### src/cmpc_consts.svh
`ifndef CMPC_CONSTS_SVH
`define CMPC_CONSTS_SVH
// ****************************************
// timing
// ****************************************
`define CMPC_CLK_MHZ    100
`define CMPC_NS_PER_US  1000
`define CMPC_SETTLE_NS  1000
// ****************************************
// strap slots, each a two-bit level code
// ****************************************
`define CMPC_LW         2
`define CMPC_NPIN       15
`define CMPC_NMON       3
`define CMPC_P_OUT2     0
`define CMPC_P_OUT5     1
`define CMPC_P_FOS      2
`define CMPC_P_SELM     3
`define CMPC_P_FMT0     4
`define CMPC_P_FMT1     5
`define CMPC_P_BW0      6
`define CMPC_P_DIV0     8
`define CMPC_P_MUL0     10
`define CMPC_P_TBL      14
`define CMPC_N_BW       2
`define CMPC_N_DIV      2
`define CMPC_N_MUL      4
// ****************************************
// register map
// ****************************************
`define CMPC_AW         8
`define CMPC_A_CTRL     8'h00
`define CMPC_A_STAT     8'h04
`define CMPC_A_LVL      8'h08
`define CMPC_CTRL_W     2
`define CMPC_CTRL_RST   2'h0
`define CMPC_B_MANSEL   0
`define CMPC_B_FREEZE   1
`endif

### src/cmpc_pkg.sv
package cmpc_pkg;
  typedef enum logic [1:0] {LVL_LO, LVL_MID, LVL_HI} cmpc_lvl_t;
  typedef enum logic [2:0] {
    FMT_RSVD, FMT_LVDS, FMT_CML, FMT_LVPECL, FMT_LVDS_LOW, FMT_CMOS,
    FMT_OFF
  } cmpc_fmt_t;
  typedef enum logic [1:0] {FOS_OFF, FOS_STRATUM3, FOS_SONET} cmpc_fos_t;
  typedef enum logic [1:0] {SEL_MANUAL, SEL_NONREV, SEL_REV} cmpc_selm_t;
  typedef enum logic [1:0] {ACT_NONE, ACT_IN1, ACT_IN2} cmpc_act_t;

  // cmp[1] above upper threshold, cmp[0] below lower threshold;
  // floating rests between both, contradictory reads as mid too
  function automatic cmpc_lvl_t cmpc_decode(input logic [1:0] cmp);
    unique case (cmp)
      2'h2:    return LVL_HI;
      2'h1:    return LVL_LO;
      default: return LVL_MID;
    endcase
  endfunction

  function automatic cmpc_fmt_t cmpc_fmt(input cmpc_lvl_t s1,
                                         input cmpc_lvl_t s0);
    unique case ({s1, s0})
      {LVL_HI, LVL_MID}:  return FMT_LVDS;
      {LVL_HI, LVL_LO}:   return FMT_CML;
      {LVL_MID, LVL_HI}:  return FMT_LVPECL;
      {LVL_MID, LVL_LO}:  return FMT_LVDS_LOW;
      {LVL_LO, LVL_HI}:   return FMT_CMOS;
      {LVL_LO, LVL_MID}:  return FMT_OFF;
      default:            return FMT_RSVD;
    endcase
  endfunction
endpackage

### src/cmpc_pin_ctl.sv
// Decided for this implementation: the register addresses and the APB register port.
`timescale 1ns/1ps
`include "cmpc_consts.svh"
// Notes on behaviour
// - output-2 control low enables path 2, mid disables it, high bypasses.
// - bypass is never granted while the shared format is cmos.
// - an undriven three-level strap resolves to mid.
// - output-5 control low keeps path 5 on with the shared format.
// - output-5 control mid forces cmos on path 5 only.
// - output-5 control high powers path 5 down with its pins released.
// - offset control low keeps the input-2 offset check out of selection.
// - offset control mid picks the stratum 3/3E, high the sonet threshold.
// - each active indicator is high only while its input feeds the pll.
// - two straps set the output 3/4 ratio against output 2.
// - four straps plus the table choice set the multiplier.
// - two straps set the loop bandwidth.
// - cmos drives both pins alike, other formats drive a true pair.
// - method low is manual, mid auto non-revertive, high auto revertive.
module cmpc_pin_ctl
  import cmpc_pkg::*;
#(
  parameter int SETTLE_NS  = `CMPC_SETTLE_NS,
  parameter int SETTLE_CYC = (SETTLE_NS * `CMPC_CLK_MHZ
                             + `CMPC_NS_PER_US - 1) / `CMPC_NS_PER_US
) (
  // clock and reset
  input  wire logic                  core_clk_i,
  input  wire logic                  rst_n_i,
  // apb slave
  input  wire logic                  psel_i,
  input  wire logic                  penable_i,
  input  wire logic                  pwrite_i,
  input  wire logic [`CMPC_AW-1:0]   paddr_i,
  input  wire logic [31:0]           pwdata_i,
  output logic      [31:0]           prdata_o,
  output logic                       pready_o,
  output logic                       pslverr_o,
  // three-level straps, {above upper, below lower}
  input  wire logic [1:0]            out2_disable_bypass_ctl_i,
  input  wire logic [1:0]            out5_path_ctl_i,
  input  wire logic [1:0]            freq_offset_ctl_i,
  input  wire logic [1:0]            clock_select_method_i,
  input  wire logic [1:0]            signal_format_sel_0_i,
  input  wire logic [1:0]            signal_format_sel_1_i,
  input  wire logic [1:0]            loop_bw_sel_0_i,
  input  wire logic [1:0]            loop_bw_sel_1_i,
  input  wire logic [1:0]            out34_ratio_sel_0_i,
  input  wire logic [1:0]            out34_ratio_sel_1_i,
  input  wire logic [1:0]            mult_sel_0_i,
  input  wire logic [1:0]            mult_sel_1_i,
  input  wire logic [1:0]            mult_sel_2_i,
  input  wire logic [1:0]            mult_sel_3_i,
  input  wire logic [1:0]            freq_table_choice_i,
  // input monitors
  input  wire logic                  ref_in_1_valid_i,
  input  wire logic                  ref_in_2_valid_i,
  input  wire logic                  freq_offset_check_i,
  // pll output levels
  input  wire logic                  pll_clk_2_i,
  input  wire logic                  pll_clk_5_i,
  // path control
  output logic                       out2_path_en_o,
  output logic                       pll_bypass_o,
  output cmpc_fmt_t                  out_fmt_o,
  output cmpc_fmt_t                  out5_fmt_o,
  output logic                       out5_pwr_en_o,
  output cmpc_fos_t                  fos_thresh_o,
  output cmpc_selm_t                 sel_method_o,
  output logic [2*`CMPC_N_DIV-1:0]   out34_ratio_sel_o,
  output logic [2*`CMPC_N_BW-1:0]    loop_bw_sel_o,
  output logic [2*`CMPC_N_MUL-1:0]   mult_sel_o,
  output logic [1:0]                 freq_table_choice_o,
  // active input indicators
  output logic                       in1_active_ind_o,
  output logic                       in2_active_ind_o,
  // clock output pins
  output logic                       clk_out_2_p_o,
  output logic                       clk_out_2_n_o,
  output logic                       clk_out_5_p_o,
  output logic                       clk_out_5_n_o,
  output logic                       clk_out_5_oe_n_o
);
  localparam int RW = `CMPC_LW * `CMPC_NPIN;
  localparam int CW = $clog2(SETTLE_CYC + 1);
  localparam logic [CW-1:0] CNT_END = CW'(SETTLE_CYC - 1);

  // ****************************************
  // strap synchroniser and settle filter
  // ****************************************
  logic [RW-1:0]             strap_raw;
  logic [RW-1:0]             sync1, sync2, dec, cand, cfg;
  logic [RW-1:0]             next_sync1, next_sync2, next_cand, next_cfg;
  logic [CW-1:0]             cnt, next_cnt;
  logic [`CMPC_CTRL_W-1:0]   ctrl;

  assign strap_raw = {freq_table_choice_i, mult_sel_3_i, mult_sel_2_i,
                      mult_sel_1_i, mult_sel_0_i, out34_ratio_sel_1_i,
                      out34_ratio_sel_0_i, loop_bw_sel_1_i,
                      loop_bw_sel_0_i, signal_format_sel_1_i,
                      signal_format_sel_0_i, clock_select_method_i,
                      freq_offset_ctl_i, out5_path_ctl_i,
                      out2_disable_bypass_ctl_i};

  for (genvar g = 0; g < `CMPC_NPIN; g++) begin : g_dec
    assign dec[g*`CMPC_LW +: `CMPC_LW] =
      cmpc_decode(sync2[g*`CMPC_LW +: `CMPC_LW]);
  end

  function automatic cmpc_lvl_t lv(input int p);
    return cmpc_lvl_t'(cfg[p*`CMPC_LW +: `CMPC_LW]);
  endfunction

  // a strap must hold one level for the whole window, so a slow edge
  // crossing mid on its way never reaches a path
  always_comb begin
    next_sync1 = strap_raw;
    next_sync2 = sync1;
    next_cand  = dec;
    next_cnt   = '0;
    next_cfg   = cfg;
    if (dec == cand) begin
      next_cnt = cnt;
      if (cnt == CNT_END) begin
        if (!ctrl[`CMPC_B_FREEZE]) begin
          next_cfg = cand;
        end
      end else begin
        next_cnt = cnt + CW'(1);
      end
    end
  end

  always_ff @(posedge core_clk_i) begin
    if (!rst_n_i) begin
      sync1 <= '0;
      sync2 <= '0;
      cand  <= {`CMPC_NPIN{LVL_MID}};
      cfg   <= {`CMPC_NPIN{LVL_MID}};
      cnt   <= '0;
    end else begin
      sync1 <= next_sync1;
      sync2 <= next_sync2;
      cand  <= next_cand;
      cfg   <= next_cfg;
      cnt   <= next_cnt;
    end
  end

  // ****************************************
  // monitor synchroniser
  // ****************************************
  logic [`CMPC_NMON-1:0] mon1, mon2, next_mon1, next_mon2;

  always_comb begin
    next_mon1 = {freq_offset_check_i, ref_in_2_valid_i, ref_in_1_valid_i};
    next_mon2 = mon1;
  end

  always_ff @(posedge core_clk_i) begin
    if (!rst_n_i) begin
      mon1 <= '0;
      mon2 <= '0;
    end else begin
      mon1 <= next_mon1;
      mon2 <= next_mon2;
    end
  end

  // ****************************************
  // decoded configuration
  // ****************************************
  cmpc_lvl_t  out2_lvl, out5_lvl;
  cmpc_fmt_t  fmt;
  cmpc_fos_t  freq_offset_check;
  cmpc_selm_t selm;
  logic       in1_ok, in2_ok, bypass_refused;

  always_comb begin
    out2_lvl = lv(`CMPC_P_OUT2);
    out5_lvl = lv(`CMPC_P_OUT5);
    fmt      = cmpc_fmt(lv(`CMPC_P_FMT1), lv(`CMPC_P_FMT0));
    unique case (lv(`CMPC_P_FOS))
      LVL_LO:  freq_offset_check = FOS_OFF;
      LVL_HI:  freq_offset_check = FOS_SONET;
      default: freq_offset_check = FOS_STRATUM3;
    endcase
    unique case (lv(`CMPC_P_SELM))
      LVL_LO:  selm = SEL_MANUAL;
      LVL_HI:  selm = SEL_REV;
      default: selm = SEL_NONREV;
    endcase
    in1_ok = mon2[0];
    // offset alarm only disqualifies input 2 when checking is on
    in2_ok = mon2[1] && !(freq_offset_check != FOS_OFF && mon2[2]);
    bypass_refused = (out2_lvl == LVL_HI) && (fmt == FMT_CMOS);
  end

  // ****************************************
  // input selection
  // ****************************************
  cmpc_act_t act, next_act;

  always_comb begin
    next_act = act;
    unique case (selm)
      SEL_MANUAL: begin
        next_act = ctrl[`CMPC_B_MANSEL] ? ACT_IN2 : ACT_IN1;
      end
      SEL_REV: begin
        if (in1_ok) begin
          next_act = ACT_IN1;
        end else if (in2_ok) begin
          next_act = ACT_IN2;
        end
      end
      SEL_NONREV: begin
        // keeps a good input even once a preferred one recovers
        if (act == ACT_IN1 && !in1_ok && in2_ok) begin
          next_act = ACT_IN2;
        end else if (act == ACT_IN2 && !in2_ok && in1_ok) begin
          next_act = ACT_IN1;
        end else if (act == ACT_NONE) begin
          if (in1_ok) begin
            next_act = ACT_IN1;
          end else if (in2_ok) begin
            next_act = ACT_IN2;
          end
        end
      end
      default: next_act = act;
    endcase
  end

  always_ff @(posedge core_clk_i) begin
    if (!rst_n_i) begin
      act <= ACT_NONE;
    end else begin
      act <= next_act;
    end
  end

  // ****************************************
  // registered outputs
  // ****************************************
  logic next_p2, next_n2, next_p5, next_n5;

  always_comb begin
    next_p2 = (out2_lvl != LVL_MID) && pll_clk_2_i;
    next_n2 = (out2_lvl != LVL_MID) &&
              ((fmt == FMT_CMOS) ? pll_clk_2_i : !pll_clk_2_i);
    next_p5 = (out5_lvl != LVL_HI) && pll_clk_5_i;
    next_n5 = (out5_lvl != LVL_HI) &&
              ((out5_lvl == LVL_MID || fmt == FMT_CMOS) ?
               pll_clk_5_i : !pll_clk_5_i);
  end

  always_ff @(posedge core_clk_i) begin
    if (!rst_n_i) begin
      out2_path_en_o      <= 1'b0;
      pll_bypass_o        <= 1'b0;
      out_fmt_o           <= FMT_RSVD;
      out5_fmt_o          <= FMT_CMOS;
      out5_pwr_en_o       <= 1'b0;
      clk_out_5_oe_n_o    <= 1'b1;
      fos_thresh_o        <= FOS_STRATUM3;
      sel_method_o        <= SEL_NONREV;
      out34_ratio_sel_o   <= '0;
      loop_bw_sel_o       <= '0;
      mult_sel_o          <= '0;
      freq_table_choice_o <= '0;
      in1_active_ind_o    <= 1'b0;
      in2_active_ind_o    <= 1'b0;
      clk_out_2_p_o       <= 1'b0;
      clk_out_2_n_o       <= 1'b0;
      clk_out_5_p_o       <= 1'b0;
      clk_out_5_n_o       <= 1'b0;
    end else begin
      out2_path_en_o      <= out2_lvl != LVL_MID;
      pll_bypass_o        <= out2_lvl == LVL_HI && !bypass_refused;
      out_fmt_o           <= fmt;
      out5_fmt_o          <= out5_lvl == LVL_MID ? FMT_CMOS : fmt;
      out5_pwr_en_o       <= out5_lvl != LVL_HI;
      clk_out_5_oe_n_o    <= out5_lvl == LVL_HI;
      fos_thresh_o        <= freq_offset_check;
      sel_method_o        <= selm;
      out34_ratio_sel_o   <= cfg[`CMPC_P_DIV0*`CMPC_LW +:
                                 `CMPC_N_DIV*`CMPC_LW];
      loop_bw_sel_o       <= cfg[`CMPC_P_BW0*`CMPC_LW +:
                                 `CMPC_N_BW*`CMPC_LW];
      mult_sel_o          <= cfg[`CMPC_P_MUL0*`CMPC_LW +:
                                 `CMPC_N_MUL*`CMPC_LW];
      freq_table_choice_o <= cfg[`CMPC_P_TBL*`CMPC_LW+:`CMPC_LW];
      in1_active_ind_o    <= next_act == ACT_IN1;
      in2_active_ind_o    <= next_act == ACT_IN2;
      clk_out_2_p_o       <= next_p2;
      clk_out_2_n_o       <= next_n2;
      clk_out_5_p_o       <= next_p5;
      clk_out_5_n_o       <= next_n5;
    end
  end

  // ****************************************
  // apb slave, zero wait states
  // ****************************************
  logic [`CMPC_CTRL_W-1:0] next_ctrl;
  logic [31:0]             next_rdata, stat_word;
  logic                    hit, setup, wr_acc;

  always_comb begin
    hit = paddr_i == `CMPC_A_CTRL || paddr_i == `CMPC_A_STAT ||
          paddr_i == `CMPC_A_LVL;
    setup  = psel_i && !penable_i;
    wr_acc = psel_i && penable_i && pwrite_i;
    stat_word = 32'h0;
    stat_word[16:0] = {act, selm, freq_offset_check, out5_fmt_o, out_fmt_o,
                       out5_lvl, out2_lvl, bypass_refused};
    next_ctrl = ctrl;
    if (wr_acc && paddr_i == `CMPC_A_CTRL) begin
      next_ctrl = pwdata_i[`CMPC_CTRL_W-1:0];
    end
    next_rdata = prdata_o;
    if (setup) begin
      next_rdata = 32'h0;
      if (!pwrite_i) begin
        unique case (paddr_i)
          `CMPC_A_CTRL: next_rdata[`CMPC_CTRL_W-1:0] = ctrl;
          `CMPC_A_STAT: next_rdata = stat_word;
          `CMPC_A_LVL:  next_rdata[RW-1:0] = cfg;
          default:      next_rdata = 32'h0;
        endcase
      end
    end
  end

  assign pready_o  = 1'b1;
  assign pslverr_o = psel_i && penable_i && !hit;

  always_ff @(posedge core_clk_i) begin
    if (!rst_n_i) begin
      ctrl     <= `CMPC_CTRL_RST;
      prdata_o <= 32'h0;
    end else begin
      ctrl     <= next_ctrl;
      prdata_o <= next_rdata;
    end
  end
endmodule // cmpc_pin_ctl

### config.mk
export PLATFORM = sky130hd
export DESIGN_NAME = cmpc_pin_ctl
export DESIGN_NICKNAME = d
export VERILOG_FILES = /design/src/cmpc_pkg.sv /design/src/cmpc_pin_ctl.sv
export VERILOG_INCLUDE_DIRS = /design/src /design/src/src
export SDC_FILE = /design/constraint.sdc
export NUM_CORES = 1
export LEC_CHECK = 0
export BUFFER_PORTS_ARGS = -buffer_cell sky130_fd_sc_hd__buf_2
export CORE_ASPECT_RATIO = 0.7
export CORE_MARGIN = 2
export CORE_UTILIZATION = 58
export DETAILED_ROUTE_END_ITERATION = 16
export PLACE_DENSITY_LB_ADDON = 0.12
export SYNTH_ARGS = -nofsm -noshare
export SYNTH_HDL_FRONTEND = slang
export SYNTH_SLANG_ARGS = --single-unit
### constraint.sdc
create_clock -name core_clk_i -period 4.9 [get_ports core_clk_i]
set_clock_uncertainty 0.1 [all_clocks]
set_input_delay 0.49 -clock core_clk_i [delete_from_list [all_inputs] [get_ports core_clk_i]]
set_output_delay 0.49 -clock core_clk_i [all_outputs]
set_load 0.005 [all_outputs]
==> flow_metrics.py <==
metrics = {
    "place": {
        "postPlaceCellArea_um2": 7916,
        "numPortBuffers": 118,
        "globalplace.congestion": 0.8330,
        "dp_cells": 944,
        "dp_hpwl_um": 10420,
    },
    "job": {
        "max-cap-violations": 0,
    },
    "route": {
        "drt-initial-drc-count": 392,
        "post-route-drc-count": 0,
        "firstDrtPassIters": 5,
        "dr_total_vias": 5204,
        "met1_length_um": 7122,
        "wl_met2_um": 6595,
        "top_layer_used": "met4",
        "drt_wl_total_um": 15010,
        "viasPerCell": 5.343,
        "met3_length_um": 919,
        "ant_nets": 0,
        "wl_per_cell_um": 15.41,
    },
    "synth": {
        "ys_seq_area_frac": 0.5620,
        "async_reset_ff_frac": 0,
        "synth_most_common_cell": "dfxtp_1",
        "synth_top_family_by_area": "simple AND/OR/NAND/NOR gates",
        "synth_edf_count": 0,
        "ys_warn_count": 0,
        "synth_ff_type": "dfxtp_1",
        "netlist_area_um2": 7302,
        "netlist.top_cell.by_area": "dfxtp_1",
        "synth_xor_area_frac": 0.04678,
        "netlist_top_cells_count": "dfxtp_1, and2_1, nand2_1",
        "synthAdderAreaFrac": 0.02742,
        "synth.distinct_cells": 53,
        "synthCells": 703,
        "synth.area.mux_share": 0.02056,
        "synth_compound_area_frac": 0.08550,
        "synth_top_area_frac": 0.5620,
        "synthSimpleGateAreaFrac": 0.2108,
        "avgSynthCellArea_um2": 10.39,
        "synth-seq-cells": 205,
        "synthTopCellsByArea": "dfxtp_1, and2_1, xor2_1",
    },
    "critical_path": {
        "worstSetupStartpointType": "flip-flop",
        "crit_arrival_ns": 3.31,
        "crit_path_max_fanout": 18,
        "crit_type": "reg2reg",
        "worst-path-buf-inv": 1,
        "critPathTopFamily": "simple AND/OR/NAND/NOR gates",
        "crit_required_ns": 5.20,
        "path_cells": "inv_1 -> ha_1 -> xor2_1 -> nor4_2 -> nand4_2 -> nor3_4 -> mux2i_1",
        "critPathMaxStageDelay_ns": 0.85,
        "cp-end-kind": "flip-flop",
        "critPathSlowestCell": "nor3_4",
    },
    "sta": {
        "rsz0062_at_grt": "no",
        "fin_worst_hold_slack_ns": 0.1167,
        "slew_headroom": 0.1371,
        "fmax_mhz": 332.7,
        "timing.final.hold_violations": 0,
        "setup_viol": 0,
        "fin_tns_setup_ns": 0,
        "fin_crit_sh": 0.6133,
        "worst_pin_slew_ns": 1.284,
        "fin_crit_ns": 3.005,
        "drv_slew": 0,
    },
    "grt": {
        "grt_pass1_vias": 4946,
        "grt_pass1_wl_um": 24700,
        "overflow": 0,
        "grt_use_total": 0.2218,
        "antenna_found_initial": 0,
        "grt_max_degree": 144,
    },
    "clocking": {
        "clock_sinks": 205,
        "clk_path_buf_depth": 3,
        "h-tree-depth": 1,
        "cts_tree": "yes",
        "cts_resized": 0,
        "cts_buffers": 19,
        "root_buffer": "clkbuf_16",
        "worstSkewPairLatency_ns": 0.48,
        "path_clk_slew_ns": 0.06,
        "cts_setup_buffers": 0,
        "cts_hold_buf": 0,
    },
    "layout": {
        "filler_cell_count": 977,
        "syn2layout_area_growth_pct": 16.71,
        "diodes": 0,
        "instances_no_fill": 974,
        "nets": 899,
        "drive_gt1_frac": 0.2044,
        "fin_area_um2": 8522,
    },
    "pwr": {
        "irDropWorstVdd_uv": 301.1,
        "finalPower_mw": 3.351,
        "power.density_nw_per_um2": 393.2,
        "p_leak_nw": 3.680,
    },
    "floorplanning": {
        "start_util": 0.5919,
        "dieHeight_um": 97.88,
        "row_count": 34,
        "coreArea_um2": 12340,
        "io_pins": 152,
        "die_x_um": 138.1,
        "dieArea_um2": 13520,
    },
    "min_path": {
        "hp-class": "in2reg",
    },
    "run_status": {
        "outcome": "complete, no violations",
    },
}
==> final cells by class <==
cell class                      instances  area [µm²]  share of cell area
Inverter                               36       135.1             0.01586
Clock inverter                          4       73.82            0.008662
Multi-Input combinational cell        421        2867              0.3364
Clock buffer                           26       531.8             0.06240
Tap cell                              162       202.7             0.02379
Timing Repair Buffer                  120       608.1             0.07136
Sequential cell                       205        4104              0.4816
==> power breakdown <==
part | leakage, nW | total, mW | switching (mW) | internal [mW]
logic | 1.71 | 0.175 | 0.0977 | 0.0770
clock network | 0.297 | 1.45 | 0.590 | 0.861
registers | 1.68 | 1.73 | 0.0167 | 1.71
==> flip-flops by register name, summed over array words and instances, names as in the netlist, 3 cells and up <==
signal             cells
cand                  30
out_fmt_o              3
mult_sel_o             8
cnt                    7
cfg                   30
sync2                 30
prdata_o              30
out34_ratio_sel_o      4
out5_fmt_o             3
mon1                   3
next_sync2            30
mon2                   3
loop_bw_sel_o          4
==> final timing paths <==
check | from | end | slack [ns] | depth (start not counted)
setup reg to reg | sync2[18]$_SDFF_PN0_ | cfg[25]$_SDFFE_PN0P_ | 1.89 | 7
setup / recovery | sync2[18]$_SDFF_PN0_ | cfg[25]$_SDFFE_PN0P_ | 1.89 | 7
hold / removal | out34_ratio_sel_1_i[0] | next_sync2[18]$_SDFF_PN0_ | 0.12 | 2
hold reg to reg | next_sync2[1]$_SDFF_PN0_ | sync2[1]$_SDFF_PN0_ | 0.33 | 1
==> cell usage in the layout (no fill, tap or decap), types with 8 or more instances in the layout <==
cell type,count
dfxtp_1,205
nand4_1,8
nand2_1,45
buf_2,117
a22oi_1,15
a21oi_1,26
a31oi_1,14
xor2_1,32
o21ai_0,16
nor4_1,12
inv_1,35
nand3_1,8
ha_1,16
a22o_1,13
nand2b_1,19
and2_1,97
mux2i_1,15
clkbuf_16,19
nor2_1,28
==> per-layer routing <==
metal / track usage / vias up
met5: 0 / -
met4: 0.06907 / 0
met3: 0.04267 / 36
met2: 0.3385 / 199
met1: 0.3208 / 2428
li1: - / 2541
==> cells by family after synthesis <==
logic type               count (synthesis)
AND/OR/NAND/NOR                        251
flip-flops                             205
AO/OA/AOI/OAI                           97
buffers and inverters                   78
XOR/XNOR                                39
adder cells (fa/ha/maj)                 16
multiplexers                            15
other                                    2
==> per-stage QoR <==
step	setup WS, ns	util
floorplan	2.778	-
global placement	2.003	0.6417
detailed placement	2.005	0.6417
CTS	1.926	0.6908
global route	1.688	0.6908
finish	1.895	0.6908
Power figures use the tool's default switching activity.
